--- src/rtl/cefr_pkg.sv ---
package cefr_pkg;
  // ==========================================================
  // Register map
  localparam logic [7:0] CHARGER_TIMER_EVENT_FLAGS_OFFSET   = 8'h24;
  localparam logic [7:0] THERMAL_AND_OTG_EVENT_FLAGS_OFFSET = 8'h25;
  localparam logic [7:0] FLAG_RESET_VALUE                   = 8'h00;
  localparam int         FLAG_WIDTH                         = 8;

  // ==========================================================
  // Field positions in the timer flag register
  localparam int FINISH_TIMER_BIT    = 0;
  localparam int PRECHARGE_TIMER_BIT = 1;

  // ==========================================================
  // Field positions in the thermal and boost flag register
  localparam int HOT_BIT        = 0;
  localparam int WARM_BIT       = 1;
  localparam int COOL_BIT       = 2;
  localparam int COLD_BIT       = 3;
  localparam int BOOST_LOW_BIT  = 4;
  localparam int THERMAL_FIELDS = 5;
  localparam int TIMER_FIELDS   = 2;

  // ==========================================================
  // Event inputs grouped together
  typedef struct packed {
    logic battery_too_low_for_boost_event;
    logic battery_cold_crossing_event;
    logic battery_cool_crossing_event;
    logic battery_warm_crossing_event;
    logic battery_hot_crossing_event;
    logic precharge_timer_expired_event;
    logic finish_timer_expired_event;
  } cefr_events_t;
endpackage : cefr_pkg

--- src/rtl/cefr_event_flags.sv ---
`timescale 1ns/1ps
module cefr_event_flags (
  input  wire logic                 core_clk,
  input  wire logic                 rstn,
  input  wire cefr_pkg::cefr_events_t events,
  input  wire logic                 rd_en,
  input  wire logic [7:0]           rd_addr,
  output logic [7:0]                rd_data,
  output logic                      rd_hit
);
  // ==========================================================
  // Decode
  // One cell per event, timer cells in the low positions
  localparam int NUM_EVENTS = cefr_pkg::THERMAL_FIELDS + cefr_pkg::TIMER_FIELDS;

  logic                   rd_timer;
  logic                   rd_thermal;
  logic [NUM_EVENTS-1:0]  level_vec;
  logic [NUM_EVENTS-1:0]  edge_vec;
  logic [NUM_EVENTS-1:0]  clr_vec;
  logic [NUM_EVENTS-1:0]  flag_vec;
  cefr_pkg::cefr_events_t flag_s;
  logic [7:0]             rd_data_q;
  logic [7:0]             rd_data_d;

  // Read strobes per register
  always_comb begin
    rd_timer   = rd_en && (rd_addr == cefr_pkg::CHARGER_TIMER_EVENT_FLAGS_OFFSET);
    rd_thermal = rd_en && (rd_addr == cefr_pkg::THERMAL_AND_OTG_EVENT_FLAGS_OFFSET);
  end

  // Every event is edge detected; read of its register clears it
  assign level_vec = events;
  assign edge_vec  = '1;
  assign clr_vec   = {{cefr_pkg::THERMAL_FIELDS{rd_thermal}},
                      {cefr_pkg::TIMER_FIELDS{rd_timer}}};

  // Named view of the cells so the read mux cannot swap positions
  assign flag_s    = flag_vec;

  genvar gi;
  generate
    for (gi = 0; gi < NUM_EVENTS; gi++) begin : g_cell
      cefr_flag_cell u_cell (
        .core_clk    (core_clk),
        .rstn        (rstn),
        .event_level (level_vec[gi]),
        .edge_mode   (edge_vec[gi]),
        .clear       (clr_vec[gi]),
        .flag        (flag_vec[gi])
      );
    end
  endgenerate

  // ==========================================================
  // Read data, registered; reserved bits zero
  always_comb begin
    rd_data_d = cefr_pkg::FLAG_RESET_VALUE;
    if (rd_timer) begin
      rd_data_d[cefr_pkg::FINISH_TIMER_BIT]    = flag_s.finish_timer_expired_event;
      rd_data_d[cefr_pkg::PRECHARGE_TIMER_BIT] = flag_s.precharge_timer_expired_event;
    end else if (rd_thermal) begin
      rd_data_d[cefr_pkg::HOT_BIT]       = flag_s.battery_hot_crossing_event;
      rd_data_d[cefr_pkg::WARM_BIT]      = flag_s.battery_warm_crossing_event;
      rd_data_d[cefr_pkg::COOL_BIT]      = flag_s.battery_cool_crossing_event;
      rd_data_d[cefr_pkg::COLD_BIT]      = flag_s.battery_cold_crossing_event;
      rd_data_d[cefr_pkg::BOOST_LOW_BIT] = flag_s.battery_too_low_for_boost_event;
    end
  end

  always_ff @(posedge core_clk or negedge rstn) begin
    if (!rstn) begin
      rd_data_q <= cefr_pkg::FLAG_RESET_VALUE;
    end else begin
      rd_data_q <= rd_data_d;
    end
  end

  assign rd_data = rd_data_q;
  assign rd_hit  = rd_timer | rd_thermal;

  // ==========================================================
  // Checks
  // Set checks: $rose stays quiet for an event already high at release
  property p_hot_set;
    @(posedge core_clk) disable iff (!rstn)
      (events.battery_hot_crossing_event && !$past(events.battery_hot_crossing_event))
      |=> flag_s.battery_hot_crossing_event;
  endproperty
  a_hot_set: assert property (p_hot_set) else $error("hot flag missed");

  property p_finish_set;
    @(posedge core_clk) disable iff (!rstn)
      $rose(events.finish_timer_expired_event) |=> flag_s.finish_timer_expired_event;
  endproperty
  a_finish_set: assert property (p_finish_set) else $error("finish flag missed");

  property p_pre_set;
    @(posedge core_clk) disable iff (!rstn)
      $rose(events.precharge_timer_expired_event) |=> flag_s.precharge_timer_expired_event;
  endproperty
  a_pre_set: assert property (p_pre_set) else $error("precharge flag missed");

  property p_boost_low_set;
    @(posedge core_clk) disable iff (!rstn)
      $rose(events.battery_too_low_for_boost_event)
      |=> flag_s.battery_too_low_for_boost_event;
  endproperty
  a_boost_low_set: assert property (p_boost_low_set) else $error("boost low flag missed");

  property p_cold_set;
    @(posedge core_clk) disable iff (!rstn)
      $rose(events.battery_cold_crossing_event) |=> flag_s.battery_cold_crossing_event;
  endproperty
  a_cold_set: assert property (p_cold_set) else $error("cold flag missed");

  property p_cool_set;
    @(posedge core_clk) disable iff (!rstn)
      $rose(events.battery_cool_crossing_event) |=> flag_s.battery_cool_crossing_event;
  endproperty
  a_cool_set: assert property (p_cool_set) else $error("cool flag missed");

  property p_warm_set;
    @(posedge core_clk) disable iff (!rstn)
      $rose(events.battery_warm_crossing_event) |=> flag_s.battery_warm_crossing_event;
  endproperty
  a_warm_set: assert property (p_warm_set) else $error("warm flag missed");

  // The warm flag may not rise without its event being high
  property p_warm_quiet;
    @(posedge core_clk) disable iff (!rstn)
      (!flag_s.battery_warm_crossing_event && !events.battery_warm_crossing_event)
      |=> !flag_s.battery_warm_crossing_event;
  endproperty
  a_warm_quiet: assert property (p_warm_quiet) else $error("warm flag set unprompted");

  // Register layout checks
  property p_reserved_zero;
    @(posedge core_clk) disable iff (!rstn) rd_data[7:5] == 3'h0;
  endproperty
  a_reserved_zero: assert property (p_reserved_zero) else $error("reserved bits set");

  property p_timer_upper_zero;
    @(posedge core_clk) disable iff (!rstn)
      rd_timer |=> (rd_data[cefr_pkg::FLAG_WIDTH-1:cefr_pkg::TIMER_FIELDS] == '0);
  endproperty
  a_timer_upper_zero: assert property (p_timer_upper_zero) else $error("timer upper bits set");

  property p_idle_zero;
    @(posedge core_clk) disable iff (!rstn)
      !rd_hit |=> (rd_data == cefr_pkg::FLAG_RESET_VALUE);
  endproperty
  a_idle_zero: assert property (p_idle_zero) else $error("read data not zero when idle");

  // Read returns the flag held before the read edge
  property p_finish_read;
    @(posedge core_clk) disable iff (!rstn)
      (rd_timer && flag_s.finish_timer_expired_event)
      |=> rd_data[cefr_pkg::FINISH_TIMER_BIT];
  endproperty
  a_finish_read: assert property (p_finish_read) else $error("finish not read");

  property p_pre_read;
    @(posedge core_clk) disable iff (!rstn)
      (rd_timer && flag_s.precharge_timer_expired_event)
      |=> rd_data[cefr_pkg::PRECHARGE_TIMER_BIT];
  endproperty
  a_pre_read: assert property (p_pre_read) else $error("precharge not read");

  property p_read_returns;
    @(posedge core_clk) disable iff (!rstn)
      (rd_thermal && flag_s.battery_too_low_for_boost_event)
      |=> rd_data[cefr_pkg::BOOST_LOW_BIT];
  endproperty
  a_read_returns: assert property (p_read_returns) else $error("boost low not read");

  property p_cold_read;
    @(posedge core_clk) disable iff (!rstn)
      (rd_thermal && flag_s.battery_cold_crossing_event) |=> rd_data[cefr_pkg::COLD_BIT];
  endproperty
  a_cold_read: assert property (p_cold_read) else $error("cold not read");

  property p_cool_read;
    @(posedge core_clk) disable iff (!rstn)
      (rd_thermal && flag_s.battery_cool_crossing_event) |=> rd_data[cefr_pkg::COOL_BIT];
  endproperty
  a_cool_read: assert property (p_cool_read) else $error("cool not read");

  property p_cool_no_phantom;
    @(posedge core_clk) disable iff (!rstn)
      (rd_thermal && !flag_s.battery_cool_crossing_event) |=> !rd_data[cefr_pkg::COOL_BIT];
  endproperty
  a_cool_no_phantom: assert property (p_cool_no_phantom) else $error("cool read as set");

  property p_warm_read;
    @(posedge core_clk) disable iff (!rstn)
      (rd_thermal && flag_s.battery_warm_crossing_event) |=> rd_data[cefr_pkg::WARM_BIT];
  endproperty
  a_warm_read: assert property (p_warm_read) else $error("warm not read");

  property p_hot_read;
    @(posedge core_clk) disable iff (!rstn)
      (rd_thermal && flag_s.battery_hot_crossing_event) |=> rd_data[cefr_pkg::HOT_BIT];
  endproperty
  a_hot_read: assert property (p_hot_read) else $error("hot not read");

  // Flags hold until their own register is read
  property p_sticky;
    @(posedge core_clk) disable iff (!rstn)
      (flag_s.finish_timer_expired_event && !rd_timer) |=> flag_s.finish_timer_expired_event;
  endproperty
  a_sticky: assert property (p_sticky) else $error("finish flag dropped");

  property p_pre_sticky;
    @(posedge core_clk) disable iff (!rstn)
      (flag_s.precharge_timer_expired_event && !rd_timer)
      |=> flag_s.precharge_timer_expired_event;
  endproperty
  a_pre_sticky: assert property (p_pre_sticky) else $error("precharge flag dropped");

  property p_hot_sticky;
    @(posedge core_clk) disable iff (!rstn)
      (flag_s.battery_hot_crossing_event && !rd_thermal) |=> flag_s.battery_hot_crossing_event;
  endproperty
  a_hot_sticky: assert property (p_hot_sticky) else $error("hot flag dropped");

  // Read clears, but a fresh edge in the read cycle survives
  property p_read_clears;
    @(posedge core_clk) disable iff (!rstn)
      (rd_thermal && !events.battery_cold_crossing_event)
      |=> !flag_s.battery_cold_crossing_event;
  endproperty
  a_read_clears: assert property (p_read_clears) else $error("cold flag not cleared");

  property p_boost_clears;
    @(posedge core_clk) disable iff (!rstn)
      (rd_thermal && !events.battery_too_low_for_boost_event)
      |=> !flag_s.battery_too_low_for_boost_event;
  endproperty
  a_boost_clears: assert property (p_boost_clears) else $error("boost low not cleared");

  property p_timer_clears;
    @(posedge core_clk) disable iff (!rstn)
      (rd_timer && !events.precharge_timer_expired_event)
      |=> !flag_s.precharge_timer_expired_event;
  endproperty
  a_timer_clears: assert property (p_timer_clears) else $error("precharge not cleared");

  property p_set_beats_clear;
    @(posedge core_clk) disable iff (!rstn)
      (rd_thermal && $rose(events.battery_cool_crossing_event))
      |=> flag_s.battery_cool_crossing_event;
  endproperty
  a_set_beats_clear: assert property (p_set_beats_clear) else $error("clear beat new event");
endmodule : cefr_event_flags

--- src/rtl/cefr_flag_cell.sv ---
`timescale 1ns/1ps
// ==========================================================
// One sticky flag: rising edge sets, read clears, set wins
module cefr_flag_cell (
  input  wire logic core_clk,
  input  wire logic rstn,
  input  wire logic event_level,
  input  wire logic edge_mode,
  input  wire logic clear,
  output logic      flag
);
  logic last_q;
  logic last_d;
  logic flag_q;
  logic flag_d;
  logic hit;

  // Edge or level qualification of the detector output
  always_comb begin
    hit    = edge_mode ? (event_level & ~last_q) : event_level;
    last_d = event_level;
    flag_d = hit | (flag_q & ~clear);    // New event beats a read clear
  end

  // Registers only
  always_ff @(posedge core_clk or negedge rstn) begin
    if (!rstn) begin
      last_q <= 1'h0;
      flag_q <= 1'h0;
    end else begin
      last_q <= last_d;
      flag_q <= flag_d;
    end
  end

  assign flag = flag_q;
endmodule : cefr_flag_cell

--- config.mk ---
export PLATFORM = sky130hd
export DESIGN_NAME = cefr_event_flags
export DESIGN_NICKNAME = d
export VERILOG_FILES = /design/src/rtl/cefr_pkg.sv /design/src/rtl/cefr_event_flags.sv /design/src/rtl/cefr_flag_cell.sv
export SDC_FILE = /design/constraint.sdc
export NUM_CORES = 1
export LEC_CHECK = 0
export ABC_AREA = 0
export BUFFER_PORTS_ARGS = -buffer_cell sky130_fd_sc_hd__buf_2
export CAP_MARGIN = 30
export CORE_MARGIN = 2
export CORE_UTILIZATION = 45
export CTS_CLUSTER_DIAMETER = 60
export DETAILED_ROUTE_END_ITERATION = 12
export PLACE_DENSITY = 0.71
export SETUP_SLACK_MARGIN = 0.1
export SLEW_MARGIN = 25
export SYNTH_ARGS = -nofsm -noshare
export SYNTH_HDL_FRONTEND = slang
export SYNTH_SLANG_ARGS = --single-unit
--- constraint.sdc ---
create_clock -name core_clk -period 1.2 [get_ports core_clk]
set_clock_uncertainty 0.2 [all_clocks]
set_input_delay 0.18 -clock core_clk [delete_from_list [all_inputs] [get_ports core_clk]]
set_output_delay 0.18 -clock core_clk [all_outputs]
set_load 0.02 [all_outputs]
==> results of run 1 <==
==> report_power, final <==
group	switching [mW]	total (mW)	internal (mW)
combinational	0.0481	0.103	0.0553
sequential	0.00411	0.657	0.653
clock	0.189	0.314	0.124
==> registers in the layout (all words and copies together), names as in the netlist <==
name,count
g_cell.u_cell.last_q,7
g_cell.u_cell.flag,7
rd_data,5
==> routing by layer <==
layer	track usage	wire length, um
met5	0	0
met1	0.210	580
met3	0.0250	60
met2	0.229	623
met4	0.0909	19
==> layout make-up <==
type | count | area (um^2)
sequential | 19 | 475
fill | 107 | 450
timing repair buffer | 36 | 283
multi-input combinational | 25 | 206
inverter | 7 | 26.3
clock buffer | 3 | 22.5
tap | 16 | 20.0
clock inverter | 1 | 5.00
==> worst max path at each step <==
stage	from	endpoint	depth (start not counted)	slack [ns]
6_report	rd_addr[6]	rd_hit	4	-0.05
5_1_grt	rd_addr[6]	rd_hit	4	-0.09
4_1_cts	rd_addr[6]	rd_hit	4	-0.04
3_5_place_dp	rd_addr[4]	g_cell[5].u_cell.flag$_DFF_PN0_	4	-0.15
3_3_place_gp	rd_addr[4]	g_cell[6].u_cell.flag$_DFF_PN0_	4	-0.12
2_1_floorplan	rd_addr[3]	rd_data[3]$_DFF_PN0_	4	0.05
==> logic make-up (layout without fill, tap and decap cells) <==
logic type	Yosys count	in the layout
compound gates	9	9
other cells	1	3
buf+inv	12	47
mux	2	2
flops	19	19
simple gates	11	11
==> worst reg2reg max path, cell delays in order (launching register included) <==
cell	delay, ns
dfrtp_1	0.41
a21oi_1	0.14
o21ai_0	0.10
==> metrics by stage <==
step,std cells,hold WS (ns)
2_1_floorplan,56,-0.316
3_3_place_gp,92,-0.0702
3_5_place_dp,92,-0.0712
4_1_cts,106,0.0166
5_1_grt,107,0.0486
6_report,107,0.0273
==> cells in the final DEF, fill, tap and decap left out <==
cell           instances
and4bb_2               1
buf_6                  8
dlygate4sd3_1          8
and3_4                 1
nor2b_1                4
buf_4                  5
a21oi_1                2
dfrtp_1               19
o21ai_0                1
buf_2                 15
nor4b_4                1
conb_1                 3
o21ai_1                1
mux2i_1                2
nand3_4                1
a22o_1                 5
clkinv_2               1
inv_1                  7
clkbuf_4               3
and3_1                 2
and2_4                 1
==> repair_timing <==
action                     in CTS  in global routing
hold endpoints to repair       31                  0
pin swaps                       2                  1
gates resized for setup        15                  3
setup endpoints to repair       6                 10
hold buffers                    8                  0
setup buffers                   2                  1
==> key figures, run 1 <==
Status
  – Status: finished, violations left
  – Failing checks: negative setup slack

Setup path
  – Worst Path Arrival: 0.87 ns
  – R2R Setup Slk: between 0.2 and 0.25 ns
  – Crit-path cells: buf_6 -> nor4b_4 -> and2_4 -> buf_6
  – Worst path required time: roughly 0.8 ns
  – Startpoint type of the worst setup path: primary input
  – Critical R2R Capture: g_cell[0].u_cell.flag$_DFF_PN0_
  – CP endpoint kind: output pin
  – Largest stage delay, worst path: 0.28 ns
  – CP Buf/Inv Count: 2
  – Worst Reg2Reg Path Length in Cells: 2
  – Critical path type: in -> out
  – Critical R2R Launch: g_cell[0].u_cell.flag$_DFF_PN0_
  – Most used cell along the critical path: buf_6
  – Slowest CP cell: nor4b_4
  – Crit-path max FO: 2
  – Top delay family on crit path: simple AND/OR/NAND/NOR gates

CTS
  – CTS root buffer: clkbuf_4
  – Clock transition at the registers of the reported paths: roughly 0.11 ns
  – Num CTS Buffers: 3
  – H-tree depth: 1
  – Clock sinks: 19
  – CTS tree: done
  – CTS max path bufs: 2
  – Worst-skew pair later-pin latency: 0.30 ns

Layout
  – Post-Layout Inst Area: a little over 1000 um^2
  – Layout Utilization: 0.697
  – Area delta synth->final: 46.4%
  – # diodes: 0
  – Share of cells above drive strength 1: 0.407
  – Nets: 110

Timing
  – Peak Freq: between 0.7 and 0.8 GHz
  – Number of max-slew violations in the final report: 0
  – Final setup violation count: 1
  – Sum Neg Setup Slack: -0.0506 ns
  – Setup WS post-layout: -0.0506 ns
  – Crit path time final: 1.25 ns
  – Final cycle utilization of the critical path: 1.04
  – RSZ-0062 raised after global routing: true
  – Endpoints failing hold: 0

Logic synthesis
  – Ranking of synthesized cells by area: dfrtp_1 (67%), a22o_1 (6.2%), inv_1 (3.7%), nor2b_1 (3.5%), buf_4 (3.2%)
  – Post-synthesis async set-or-reset flop share: 1.00
  – Synth Flop Type: dfrtp_1
  – Mean area per synthesized cell: between 10 and 15 um^2
  – Ys Warns: 0
  – Compound-Gate Fraction of Synth Area: 0.0899
  – Post-synth EDFFs: 0
  – Top cells by count, synth: dfrtp_1 (19), inv_1 (7), a22o_1 (5)
  – FF+latch count, synth: 19
  – Main combinational cell family by area after synthesis: simple AND/OR/NAND/NOR gates
  – Sequential share of the synthesized area: 0.670
  – Most instantiated library cell after synthesis: dfrtp_1
  – Share of the synthesized area in the top cell type: 0.670
  – Mapped Area: between 700 and 800 um^2
  – Adder-cell share of the synthesized area: 0
  – Multiplexer share of the synthesized area: 0.0282
  – Simple-gate share of the synthesized area: 0.116
  – Largest area contributor in the netlist: dfrtp_1
  – Library cells used by synthesis: 16
  – Post-Synthesis Cells: 54
  – Xor-xnor portion of the synthesized cell area: 0

Placement
  – Port bufs: 23
  – DP HPWL: slightly below 900 um
  – Pre-CTS setup slack: -0.154 ns
  – Post-DP Area: roughly 840 um^2
  – Final GP Congestion: approximately 0.68

Min path
  – Worst Hold Path EP: g_cell[1].u_cell.flag$_DFF_PN0_
  – Beginning of the worst hold path: events[1]
  – Type of the worst min-delay path: in -> reg
  – Hold depth: 4

Power and ir drop
  – Pwr Total: 1.07 mW
  – Leak pwr: approximately 0.55 nW
  – Peak supply drop: between 0.5 and 0.6 mV
  – PwrDens: slightly above 1000 nW/um^2

Routing
  – # DRC: 0
  – Detail Route Antenna Nets: 0
  – Iteration count of the initial detailed-routing pass: 2
  – Via count of the routed design: slightly below 500
  – Final WL: around 1300 um
  – DRT iter0 DRCs: 3
  – Avg WL per Cell: about 12 um
  – Via density: about 4.6

Global route
  – Congestion Overflow GR: 0
  – Vias in the first global route: 480
  – All-Layer GR Usage: 0.153
  – Largest net degree at the start of global routing: 20
  – Initial antenna violation count: 0
  – First-pass GRT wire length: roughly 2100 um

Floorplan
  – Die Height: between 40 and 50 um
  – Row cnt: 14
  – Die area: between 1500 and 2000 um^2
  – Chip width: around 44 um
  – Initial Utilization: 0.476
  – Io pins: 27
  – Core ar.: 1490 um^2

Flow run
  – Max cap viols: 0
No activity file was read; power rests on OpenSTA's default activity.
==> run 2, diff against run 1 <==
CORE_UTILIZATION = 49   (was 45)
CTS_BUF_LIST = sky130_fd_sc_hd__clkbuf_2 sky130_fd_sc_hd__clkbuf_4 sky130_fd_sc_hd__clkbuf_8   (was unset)
PLACE_DENSITY = 0.77   (was 0.71)
==> key figures, run 2 (same netlist as run 1, synthesis figures left out) <==
Status
  – Status: finished, violations left (unchanged)
  – Failing checks: negative setup slack (unchanged)

Power and ir drop
  – Leak pwr: 0.540 nW (was 0.550 nW)
  – Clk pwr share: 0.290 (was 0.292)
  – Sequential power share: 0.616 (was 0.612)
  – Sw frac: 0.221 (was 0.225)
  – Pwr Total: 1.07 mW (about the same)
  – Power Internal: 0.831 mW (was 0.833 mW)
  – Net Sw Power: 0.236 mW (was 0.242 mW)
  – PwrDens: 1050 nW/um^2 (was 1030 nW/um^2)
  – Comb pwr share: 0.094 (was 0.096)
  – Peak supply drop: 0.863 mV (was 0.544 mV)

Timing
  – Final cycle utilization of the critical path: 1.03 (was 1.04)
  – Setup WS post-layout: -0.0367 ns (was -0.0506 ns)
  – Worst hold slack: 0.0247 ns (was 0.0273 ns)
  – Final setup violation count: 2 (was 1)
  – Endpoints failing hold: 0 (unchanged)
  – Peak Freq: 0.809 GHz (was 0.800 GHz)
  – Number of max-slew violations in the final report: 0 (unchanged)
  – Crit path time final: 1.24 ns (was 1.25 ns)
  – RSZ-0062 raised after global routing: true (unchanged)

Layout
  – Multi-input logic area: 196 um^2 (was 206 um^2)
  – Commonest non-fill, non-tap cell in the layout: dfrtp_1 (unchanged)
  – Most frequent cells in the layout: dfrtp_1 (19), buf_2 (15), buf_6 (9) (was dfrtp_1 (19), buf_2 (15), dlygate4sd3_1 (8), buf_6 (8), inv_1 (7))
  – Fill cell count: 88 (was 107)
  – # diodes: 0 (unchanged)
  – Area delta synth->final: 43.2% (was 46.4%)
  – Nets: 108 (was 110)
  – Count of non-filler cells in the finished layout: 104 (was 107)
  – Layout Utilization: 0.762 (was 0.697)
  – Reg area: 475 um^2 (unchanged)
  – Share of cells above drive strength 1: 0.393 (was 0.407)

Setup path
  – Largest stage delay, worst path: 0.27 ns (was 0.28 ns)
  – CP Buf/Inv Count: 2 (unchanged)
  – Worst path required time: 0.82 ns (about the same)
  – Critical R2R Capture: g_cell[0].u_cell.flag$_DFF_PN0_ (unchanged)
  – Top delay family on crit path: simple AND/OR/NAND/NOR gates (unchanged)
  – Most used cell along the critical path: buf_6 (unchanged)
  – Crit-path max FO: 2 (unchanged)
  – R2R Setup Slk: 0.25 ns (was 0.23 ns)
  – Startpoint type of the worst setup path: primary input (unchanged)
  – Levels on crit path: 4 (unchanged)
  – Worst Path Arrival: 0.86 ns (was 0.87 ns)
  – Critical path type: in -> out (unchanged)
  – Critical R2R Launch: g_cell[0].u_cell.flag$_DFF_PN0_ (unchanged)
  – Worst Reg2Reg Path Length in Cells: 2 (unchanged)
  – Slowest CP cell: nor4b_4 (unchanged)
  – CP endpoint kind: output pin (unchanged)
  – Crit-path cells: buf_6 -> nor4b_4 -> and2_4 -> buf_6 (unchanged)

Floorplan
  – Io pins: 27 (unchanged)
  – Die Height: 42.1 um (was 43.7 um)
  – Die area: 1770 um^2 (was 1910 um^2)
  – Initial Utilization: 0.532 (was 0.476)
  – Row cnt: 13 (was 14)
  – Chip width: 42.1 um (was 43.7 um)
  – Core ar.: 1330 um^2 (was 1490 um^2)

CTS
  – H-tree depth: 1 (unchanged)
  – Worst-skew pair later-pin latency: 0.29 ns (was 0.30 ns)
  – CTS tree: done (unchanged)
  – CTS root buffer: clkbuf_4 (unchanged)
  – CTS max path bufs: 2 (unchanged)
  – Clock sinks: 19 (unchanged)
  – Clock transition at the registers of the reported paths: 0.10 ns (was 0.11 ns)
  – Num CTS Buffers: 3 (unchanged)

Routing
  – Iteration count of the initial detailed-routing pass: 2 (unchanged)
  – Via density: 4.87 (was 4.58)
  – Avg WL per Cell: 13.0 um (was 12.0 um)
  – DRT iter0 DRCs: 1 (was 3)
  – # DRC: 0 (unchanged)
  – Detail Route Antenna Nets: 0 (unchanged)
  – Final WL: 1350 um (was 1280 um)
  – Via count of the routed design: 506 (was 490)

Global route
  – First-pass GRT wire length: 2330 um (was 2090 um)
  – Congestion Overflow GR: 0 (unchanged)
  – Vias in the first global route: 553 (was 480)
  – All-Layer GR Usage: 0.179 (was 0.153)
  – Largest net degree at the start of global routing: 20 (unchanged)
  – Initial antenna violation count: 0 (unchanged)

Placement
  – Cells after DPL: 91 (was 92)
  – Port bufs: 23 (unchanged)
  – Pre-CTS setup slack: -0.155 ns (was -0.154 ns)
  – DP HPWL: 889 um (was 871 um)
  – Final GP Congestion: 0.728 (was 0.682)

Min path
  – Beginning of the worst hold path: events[1] (unchanged)
  – Hold depth: 4 (unchanged)
  – Worst Hold Path EP: g_cell[1].u_cell.flag$_DFF_PN0_ (unchanged)
  – Type of the worst min-delay path: in -> reg (unchanged)

Flow run
  – Max cap viols: 0 (unchanged)
==> run 2: cell types whose count changed in the layout (fill, tap and decap cells not counted) <==
cell	change
nand3_1	+1
nand3_4	-1
o21ai_0	+1
buf_6	+1
o21ai_1	-1
nor2b_2	+1
nor2b_1	-1
buf_4	-3
==> run 2: worst max-delay path by stage <==
stage               slack [ns]        from                               to
floorplan                 0.05  rd_addr[3]             rd_data[3]$_DFF_PN0_
global placement         -0.12  rd_addr[4]  g_cell[3].u_cell.flag$_DFF_PN0_
detailed placement       -0.16  rd_addr[4]  g_cell[3].u_cell.flag$_DFF_PN0_
CTS                      -0.03  rd_addr[6]                           rd_hit
global route             -0.07  rd_addr[6]                           rd_hit
finish                   -0.04  rd_addr[6]                           rd_hit
==> run 2: cell type report <==
class | instances | share of cell area
inverter | 7 | 0.0259
clock buffer | 3 | 0.0222
tap | 15 | 0.0185
timing repair buffer | 34 | 0.267
multi-input combinational | 25 | 0.193
clock inverter | 1 | 0.00493
sequential | 19 | 0.468
==> run 2: timing repair <==
action,CTS,global route
buffers inserted,1,1
gates resized for setup,14,3
pin swaps,2,1
endpoints found under the hold margin,31,0
endpoints found under the setup margin,6,9
hold buffers,8,0
==> run 2: metrics by stage <==
stage               setup TNS [ns]  instance area, um^2
global route                -0.218                 1020
CTS                        -0.0303                 1000
floorplan                        0                  728
global placement             -1.07                  840
finish                     -0.0375                 1020
detailed placement           -1.40                  840
==> run 2: layer usage <==
metal	vias to the layer above	global-route usage	wire length, um
met4	0	0.0938	23
met3	2	0.0259	49
met1	240	0.222	599
met2	20	0.303	680
met5	-	0	0
li1	244	-	-
==> run 2: worst reg2reg max path: stages (launching register included) <==
cell	delay (ns)
dfrtp_1	0.41
a21oi_1	0.14
o21ai_0	0.09
==> run 2: power groups by stage <==
stage / clock network (mW) / logic (mW) / registers [mW]
after global placement: 0 / 0.0733 / 0.670
after CTS: 0.322 / 0.101 / 0.657
final: 0.309 / 0.100 / 0.657
after floorplan: 0 / 0.0352 / 0.670
after global routing: 0.353 / 0.111 / 0.659
after detailed placement: 0 / 0.0765 / 0.670
